<file path="src/common/irq_enable_cfg.svh">
// What this block does
// - Enable one passes request, zero blocks it.
// - Enable bits read/write, reset to zero.
// - Word one bit five reads zero, ignores writes.
// - Word zero bits three..zero gate four sources.
// - Word one bits fifteen..eight gate listed sources.
// - Word one bits seven..zero gate listed sources.
// - Word two bits fifteen..eight gate listed sources.
// - Word two bits seven..zero gate listed sources.
`ifndef IRQ_ENABLE_CFG_SVH
`define IRQ_ENABLE_CFG_SVH

// ****************************************
// Register offsets.
// ****************************************
`define IEB_OFS_EN0    4'h0
`define IEB_OFS_EN1    4'h1
`define IEB_OFS_EN2    4'h2
`define IEB_OFS_PEND0  4'h4
`define IEB_OFS_PEND1  4'h5
`define IEB_OFS_PEND2  4'h6
`define IEB_OFS_STATUS 4'h8
`define IEB_OFS_MASK   4'h9

// ****************************************
// Implemented enable bits of each word.
// ****************************************
`define IEB_IMPL_MASK0 16'h000f
`define IEB_IMPL_MASK1 16'hffdf
`define IEB_IMPL_MASK2 16'hffff

// ****************************************
// Reset values and field positions.
// ****************************************
`define IEB_EN_RESET     16'h0000
`define IEB_STATUS_RESET 3'h0
`define IEB_MASK_RESET   3'h0
`define IEB_HOLE_BIT     5

`endif

</file>
<file path="src/common/irq_enable_pkg.sv">
package irq_enable_pkg;

	typedef logic [15:0] word_t;
	typedef logic [3:0]  addr_t;
	typedef logic [2:0]  lane_t;

endpackage : irq_enable_pkg

</file>
<file path="src/rtl/irq_gate_lane.sv">
`include "irq_enable_cfg.svh"

module irq_gate_lane #(
	parameter irq_enable_pkg::word_t IMPL_MASK = 16'hffff
) (
	// Clock and reset.
	input  wire logic                  clock,
	input  wire logic                  reset_n,
	// Register write.
	input  wire logic                  wrEn,
	input  wire irq_enable_pkg::word_t wrData,
	// Request path.
	input  wire irq_enable_pkg::word_t flags,
	output irq_enable_pkg::word_t      enable_reg,
	output irq_enable_pkg::word_t      request_reg,
	output logic                       riseEvent
);

	irq_enable_pkg::word_t request_next;

	// ****************************************
	// Enable storage.
	// ****************************************
	always_ff @(posedge clock) begin
		if (!reset_n) begin
			enable_reg <= `IEB_EN_RESET;
		end else if (wrEn) begin
			enable_reg <= wrData & IMPL_MASK;
		end
	end

	// ****************************************
	// Gating of the requests.
	// ****************************************
	assign request_next = flags & enable_reg;

	always_ff @(posedge clock) begin
		if (!reset_n) begin
			request_reg <= '0;
		end else begin
			request_reg <= request_next;
		end
	end

	assign riseEvent = |(request_next & ~request_reg);

endmodule : irq_gate_lane

</file>
<file path="src/rtl/interrupt_enable_bank.sv">
// Implementation choices: the strobed register port and the placing of the registers.
`include "irq_enable_cfg.svh"

module interrupt_enable_bank (
	// Clock and reset.
	input  wire logic                  clock,
	input  wire logic                  reset_n,
	// Register port.
	input  wire irq_enable_pkg::addr_t addr,
	input  wire irq_enable_pkg::word_t wrData,
	input  wire logic                  wrStrobe,
	input  wire logic                  rdStrobe,
	output irq_enable_pkg::word_t      rdData,
	// Source flags.
	input  wire irq_enable_pkg::word_t flagWord0,
	input  wire irq_enable_pkg::word_t flagWord1,
	input  wire irq_enable_pkg::word_t flagWord2,
	// Gated requests.
	output irq_enable_pkg::word_t      reqWord0,
	output irq_enable_pkg::word_t      reqWord1,
	output irq_enable_pkg::word_t      reqWord2,
	// Interrupt.
	output logic                       irqOut
);

	// ****************************************
	// Declarations.
	// ****************************************
	localparam irq_enable_pkg::word_t IMPL_MASK [3] = '{
		`IEB_IMPL_MASK0,
		`IEB_IMPL_MASK1,
		`IEB_IMPL_MASK2
	};
	localparam irq_enable_pkg::addr_t EN_OFS [3] = '{
		`IEB_OFS_EN0,
		`IEB_OFS_EN1,
		`IEB_OFS_EN2
	};

	irq_enable_pkg::word_t flagWord  [3];
	irq_enable_pkg::word_t enWord    [3];
	irq_enable_pkg::word_t laneReq   [3];
	irq_enable_pkg::lane_t laneEvent;
	irq_enable_pkg::lane_t laneWrite;
	irq_enable_pkg::word_t rdData_reg;
	irq_enable_pkg::word_t rdData_next;
	irq_enable_pkg::lane_t status_reg;
	irq_enable_pkg::lane_t status_next;
	irq_enable_pkg::lane_t mask_reg;
	logic                  irq_reg;
	logic                  statusRead;

	// ****************************************
	// Address decode.
	// ****************************************
	function automatic logic isHit(
		input irq_enable_pkg::addr_t a,
		input irq_enable_pkg::addr_t ofs
	);
		isHit = (a == ofs);
	endfunction : isHit

	function automatic logic isMapped(
		input irq_enable_pkg::addr_t a
	);
		isMapped = isHit(a, `IEB_OFS_EN0) || isHit(a, `IEB_OFS_EN1) || isHit(a, `IEB_OFS_EN2) ||
			isHit(a, `IEB_OFS_PEND0) || isHit(a, `IEB_OFS_PEND1) || isHit(a, `IEB_OFS_PEND2) ||
			isHit(a, `IEB_OFS_STATUS) || isHit(a, `IEB_OFS_MASK);
	endfunction : isMapped

	assign statusRead = rdStrobe && isHit(addr, `IEB_OFS_STATUS);

	// ****************************************
	// Enable lanes.
	// ****************************************
	assign flagWord[0] = flagWord0;
	assign flagWord[1] = flagWord1;
	assign flagWord[2] = flagWord2;

	generate
		for (genvar i = 0; i < 3; i++) begin : g_lane
			assign laneWrite[i] = wrStrobe && isHit(addr, EN_OFS[i]);

			irq_gate_lane #(
				.IMPL_MASK (IMPL_MASK[i])
			) u_lane (
				.clock       (clock),
				.reset_n     (reset_n),
				.wrEn        (laneWrite[i]),
				.wrData      (wrData),
				.flags       (flagWord[i]),
				.enable_reg  (enWord[i]),
				.request_reg (laneReq[i]),
				.riseEvent   (laneEvent[i])
			);
		end
	endgenerate

	assign reqWord0 = laneReq[0];
	assign reqWord1 = laneReq[1];
	assign reqWord2 = laneReq[2];

	// ****************************************
	// Read data.
	// ****************************************
	always_comb begin
		rdData_next = '0;
		if (rdStrobe) begin
			case (addr)
				`IEB_OFS_EN0:    rdData_next = enWord[0];
				`IEB_OFS_EN1:    rdData_next = enWord[1];
				`IEB_OFS_EN2:    rdData_next = enWord[2];
				`IEB_OFS_PEND0:  rdData_next = laneReq[0];
				`IEB_OFS_PEND1:  rdData_next = laneReq[1];
				`IEB_OFS_PEND2:  rdData_next = laneReq[2];
				`IEB_OFS_STATUS: rdData_next = {13'h0000, status_reg};
				`IEB_OFS_MASK:   rdData_next = {13'h0000, mask_reg};
				default:         rdData_next = '0;
			endcase
		end
	end

	always_ff @(posedge clock) begin
		if (!reset_n) begin
			rdData_reg <= '0;
		end else begin
			rdData_reg <= rdData_next;
		end
	end

	assign rdData = rdData_reg;

	// ****************************************
	// Event status and mask.
	// ****************************************
	always_comb begin
		status_next = status_reg;
		if (statusRead) begin
			status_next = '0;
		end
		status_next = status_next | laneEvent;
	end

	always_ff @(posedge clock) begin
		if (!reset_n) begin
			status_reg <= `IEB_STATUS_RESET;
		end else begin
			status_reg <= status_next;
		end
	end

	always_ff @(posedge clock) begin
		if (!reset_n) begin
			mask_reg <= `IEB_MASK_RESET;
		end else if (wrStrobe && isHit(addr, `IEB_OFS_MASK)) begin
			mask_reg <= wrData[2:0];
		end
	end

	// ****************************************
	// Interrupt output.
	// ****************************************
	always_ff @(posedge clock) begin
		if (!reset_n) begin
			irq_reg <= 1'b0;
		end else begin
			irq_reg <= |(status_reg & mask_reg);
		end
	end

	assign irqOut = irq_reg;
endmodule : interrupt_enable_bank

</file>
<file path="config.mk">
export PLATFORM = sky130hd
export DESIGN_NAME = interrupt_enable_bank
export DESIGN_NICKNAME = d
export VERILOG_FILES = /design/src/common/irq_enable_pkg.sv /design/src/rtl/irq_gate_lane.sv /design/src/rtl/interrupt_enable_bank.sv
export VERILOG_INCLUDE_DIRS = /design/src /design/src/common
export SDC_FILE = /design/constraint.sdc
export NUM_CORES = 1
export LEC_CHECK = 0
export BUFFER_PORTS_ARGS = -buffer_cell sky130_fd_sc_hd__buf_2
export CAP_MARGIN = 20
export CORE_ASPECT_RATIO = 0.75
export CORE_MARGIN = 10
export CORE_UTILIZATION = 52
export CTS_BUF_LIST = sky130_fd_sc_hd__clkbuf_4 sky130_fd_sc_hd__clkbuf_8
export CTS_CLUSTER_DIAMETER = 60
export DETAILED_ROUTE_END_ITERATION = 8
export PLACE_DENSITY = 0.8
export REMOVE_ABC_BUFFERS = 1
export SYNTH_ARGS = -nofsm -noshare
export SYNTH_HDL_FRONTEND = slang
export SYNTH_HIERARCHICAL = 1
export SYNTH_SLANG_ARGS = --single-unit
</file>
<file path="constraint.sdc">
create_clock -name clock -period 2.3 [get_ports clock]
set_input_delay 0 -clock clock [delete_from_list [all_inputs] [get_ports clock]]
set_output_delay 0 -clock clock [all_outputs]
set_load 0.02 [all_outputs]
</file>
==> results of run 1 <==
-- cell type report --
type | instances | area [um^2] | area share, %
antenna | 1 | 2.50 | 0.0422
clock buffer | 11 | 145 | 2.45
clock inverter | 5 | 50.0 | 0.845
inverter | 1 | 3.75 | 0.0634
multi-input combinational | 354 | 2510 | 42.4
sequential | 93 | 1860 | 31.4
tap | 108 | 135 | 2.28
timing repair buffer | 179 | 1210 | 20.5
-- metrics by stage --
stage / TNS [ns] / cells / hold slack [ns] / cell area (um^2)
CTS: 0 / 751 / 0.0249 / 5920
finish: 0 / 752 / 0.0337 / 5920
global placement: 0 / 682 / 0.246 / 5190
global route: 0 / 752 / 0.0246 / 5920
detailed placement: 0 / 682 / 0.252 / 5190
floorplan: -4.16 / 448 / 0.118 / 4370
-- logic make-up after synthesis --
group | Yosys count
AOI/OAI and AO/OA | 77
and+or+nand+nor | 191
buffers and inverters | 61
muxes | 60
DFF | 93
other | 2
-- power by group --
group          internal [mW]  switching (mW)
Combinational          0.188           0.208
Clock                  0.537           0.566
Sequential              1.63          0.0138
-- cells in the mapped netlist (3+ instances only) --
library cell and n:
o2111ai_1 4, buf_4 30, o22a_1 9, mux2i_1 54, a21boi_0 3, a21oi_1 9
nand4bb_1 4, dfxtp_1 93, nand2_1 27, and3b_1 28, buf_6 7, clkbuf_1 11
buf_2 10, nand4_1 4, and3_1 40, o21a_1 3, nand4b_1 6, nor2_1 4
nor3b_1 8, a31oi_1 10, nor2b_1 35, o21ai_0 20, o21ai_1 3, a21o_1 6
nand3b_1 16, o22ai_1 7, mux2_2 6
-- what timing repair did --
item,in CTS,in global routing
endpoints found under the hold margin,74,0
buffers inserted,0,0
gates resized for setup,0,0
hold buffers,53,0
-- critical path: stages, from the launching register on --
cell,delay (ns)
dfxtp_1,0.36
nand3b_1,0.12
o2111ai_1,0.19
or4_1,0.56
o21a_1,0.20
-- worst max path at each step --
| stage | end | slack [ns] |
|---|---|---|
| detailed placement | g_lane[2].u_lane/enable_reg[15] | 0.68 |
| global route | status_reg[2] | 0.70 |
| CTS | status_reg[2] | 0.76 |
| finish | status_reg[2] | 0.77 |
| floorplan | g_lane[2].u_lane/enable_reg[0] | -0.18 |
| global placement | g_lane[2].u_lane/enable_reg[15] | 0.75 |
-- layer usage --
layer	part of all wire (%)	up-vias	track usage [%]
met5	0	-	0
met1	45	2018	27.0
met3	10	18	8.95
met2	44	183	32.9
met4	1.1	0	4.66
li1	-	2009	-
==> flow_summary.toml, run 1 <==
[outcome]
status = "complete, no violations"

[yosys]
ys_seq_area_share_pct = 39.6
synth_top_family_by_area = "simple AND/OR/NAND/NOR gates"
synth.distinct_cells = 49
synth_fa_ha_area_share_pct = 0
synth_xor_xnor_area_share_pct = 0
yosysWarningCount = 6
yosysTopAreaCell = "dfxtp_1"
ys_seq_elements = 93
synth_mux_area_share_pct = 12.9
ys.flop_type = "dfxtp_1"
synth-async-reset-ratio_pct = 0
yosys.area_share.simple_pct = 27.6
synth_area_um2 = 4700
synth_edf_count = 0
syn_area_per_cell_um2 = 9.70
synth_cells = 484
synth_top_area_share_pct = 39.6
synth_compound_area_share_pct = 10.7
yosys-top-cells-area = "dfxtp_1 (40%), mux2i_1 (12%), and3_1 (5.3%)"

[global_route]
grt.total_usage_pct = 21.2
grt_antenna_before_repair = 1
grt_pass1_wl_um = 22300
grt_start_max_net_pins = 40
overflow = 0
grt_pass1_vias = 4256

[routing]
drc = 0
drt-total-wl_um = 14300
via_count = 4228
antenna_left = 0
vias_per_cell = 5.62
drtIter0Drc = 284
drt_first_pass_iters = 5
wire_per_inst_um = 19.0

[timing]
post-route-min-period_ns = 1.53
tightestPinTransition_ns = 0.791
postLayoutSetupSlackWorst_ns = 0.774
finalHoldViolations = 0
fin_worst_skew_ns = 0.00638
period_share_pct = 66.4
slew_viol_final = 0
setup_viol = 0
slew_headroom_pct = 47.3
fmax_mhz = 655
rsz0062_at_grt = "no"

[layout]
final_util_pct = 68.6
layout-drive-gt1-share_pct = 24.6
finalNetCount = 710
final_common_cell = "buf_2"
nFillCells = 705
syn_to_final_growth_pct = 26.1
final_cell_mix = "buf_2 (110), dfxtp_1 (93), mux2i_1 (54), dlygate4sd3_1 (53), and3_1 (40)"

[setup_path]
worst_ep_arrival_time_ns = 1.80
cp.required_ns = 2.58
worst-r2r-cell-count = 4
critPathLaunchType = "flip-flop"
worst-path-max-fanout = 3
reg2reg_to = "status_reg[2]"
ff2ff_setup_slack_ns = 0.77
critPathLaunch = "g_lane[2].u_lane/request_reg[7]"
worstSetupEndpointType = "flip-flop"
rr_startpoint = "g_lane[2].u_lane/request_reg[7]"
critical_path_class = "reg -> reg"

[power]
p_per_area_nw_per_um2 = 530
leakagePower_nw = 2.65
p_total_mw = 3.14
irDropWorstVdd_v = 0.000372

[clock_network]
cts_tree = "yes"
path_clk_slew_ns = 0.09
cts_made_buffers = 9
cts_num_sinks = 93
ctsRootBufferMaster = "clkbuf_8"
ctsLongestPathBuffers = 2
htreeDepth = 3
clk_latency_ns = 0.38

[die]
die_h_um = 102
fp.coreArea_um2 = 8640
die_w_um = 130
num_rows = 29
ios = 137
start_util_pct = 54.4
die-area_um2 = 13300

[hold_path]
hold_start = "rdStrobe"
min_path_type = "in -> reg"
holdPathEnd = "status_reg[1]"
worstHoldPathCells = 3

[placement]
dp.final_hpwl_um = 10100
dpl_worst_slack_ns = 0.684
portBuffers = 110
gp_congestion = 0.858

[run]
cap_viol_max_count = 0
Power figures use the tool's default switching activity.
==> inputs of run 2 (changes only) <==
- CORE_UTILIZATION: 52 -> 49
- PLACE_DENSITY: 0.8 -> 0.79
- clock period: 2.3 -> 1.2 ns (I/O delays scaled with it)
==> run 2 against run 1 <==
  * The flow now finishes with violations (setup timing)
  * Sequential cell count unchanged
  * Sequential power is 91% higher
  * Clock power grew 120%
  * Utilization up 4.0 points
  * Clock skew rose by 0.0052 ns
  * Die area up 5.0%
  * Global-route usage increased by 0.70 points
==> flow_summary.toml, run 2 (synthesis results as in run 1) <==
[outcome]
status = "finished with violations"
violations = "setup timing"

[clock_network]
cts_num_sinks = 93
htreeDepth = 3
cts_made_buffers = 9
path_clk_slew_ns = 0.10
ctsRootBufferMaster = "clkbuf_8"
ctsLongestPathBuffers = 2
clk_latency_ns = 0.39
cts_tree = "yes"

[routing]
vias_per_cell = 5.47
drc = 0
drt_first_pass_iters = 5
via_count = 4657
wire_per_inst_um = 18.6
drt-total-wl_um = 15800
drtIter0Drc = 340
antenna_left = 0

[timing]
fin_worst_skew_ns = 0.0116
fmax_mhz = 710
finalHoldViolations = 0
setup_tns_ns = -0.209
rsz0062_at_grt = "yes"
hold_ws_ns = 0.0208
postLayoutSetupSlackWorst_ns = -0.209
post-route-min-period_ns = 1.41
period_share_pct = 117
setup_viol = 1
slew_viol_final = 0

[global_route]
overflow = 0
top_usage_layer = "met2"
grt_pass1_wl_um = 24900
grt_pass1_vias = 4788
grt_use_met1_pct = 26.9
grt_antenna_before_repair = 0
met3_usage_pct = 7.61
met2_usage_pct = 35.7
grt_start_max_net_pins = 28
grt.total_usage_pct = 21.9

[setup_path]
worstSetupEndpointType = "flip-flop"
cp.required_ns = 1.50
worst_ep_arrival_time_ns = 1.71
ff2ff_setup_slack_ns = -0.21
critPathLaunch = "g_lane[2].u_lane/request_reg[2]"
critical_path_class = "reg -> reg"
rr_startpoint = "g_lane[2].u_lane/request_reg[2]"
worst-path-max-fanout = 2
critPathLaunchType = "flip-flop"

[layout]
fin_area_um2 = 6670
final_util_pct = 72.5
syn_to_final_growth_pct = 42.1
antenna_cells = 0
layout-drive-gt1-share_pct = 36.5
final_common_cell = "buf_2"
final_cell_mix = "buf_2 (110), buf_4 (95), dfxtp_1 (80), mux2i_1 (54), dlygate4sd3_1 (53)"
final_cells = 851
finalNetCount = 790

[power]
p_comb_share_pct = 13.6
pwr-share-seq_pct = 49.1
intPower_mw = 4.73
p_total_mw = 6.39
p_switching_mw = 1.66
switching_share_pct = 26.0
clkPwrFrac_pct = 37.4
irDropWorstVdd_v = 0.000900
leakagePower_nw = 3.12
p_per_area_nw_per_um2 = 958

[die]
ios = 137
fp.coreArea_um2 = 9200
die-area_um2 = 13900
die_h_um = 105
die_w_um = 133
num_rows = 30
start_util_pct = 51.1

[placement]
dp_cells = 780
place_area_um2 = 5810
gp_congestion = 0.901
dp.final_hpwl_um = 11700
portBuffers = 110
dpl_worst_slack_ns = -0.232

[run]
cap_viol_max_count = 0

[hold_path]
min_path_type = "in -> reg"
hold_start = "rdStrobe"
==> run 2: timing repair <==
item	in CTS	in global routing
buffers inserted	0	2
endpoints found under the setup margin	4	3
endpoints found under the hold margin	75	0
resized for setup	10	18
hold buffers	53	0
pin swaps	6	8
==> run 2: routing by layer <==
| layer | part of all wire [%] | wire length, um |
|---|---|---|
| met5 | 0 | 0 |
| met4 | 1.8 | 281 |
| met2 | 46 | 7360 |
| met1 | 42 | 6720 |
| met3 | 9.3 | 1480 |
==> run 2: worst max-delay path, stage by stage, from the launching register on <==
cell	delay, ns
dfxtp_2	0.34
nand3b_1	0.16
o2111ai_1	0.12
or4_1	0.52
o21a_1	0.18
==> run 2: power groups by stage <==
stage	clock [mW]	sequential (mW)	combinational, mW
floorplan	0	3.22	0.250
global placement	0	3.21	0.678
detailed placement	0	3.21	0.696
CTS	2.42	3.14	0.834
global route	2.54	3.14	0.925
finish	2.39	3.14	0.867
==> run 2: final timing paths <==
kind / to / depth (start not counted)
setup / recovery: status_reg[2] / 4
hold / removal: status_reg[0] / 3
setup reg to reg: status_reg[2] / 4
hold reg to reg: mask_reg[1] / 2
==> run 2: cell type report <==
class	instances	area, um^2
multi-input cells	354	2590
fillers	652	2520
flip-flops and latches	93	1880
repair buffers	259	1810
well taps	128	160
clock buffers	9	124
clock inverters	7	97.6
inverters	1	3.75
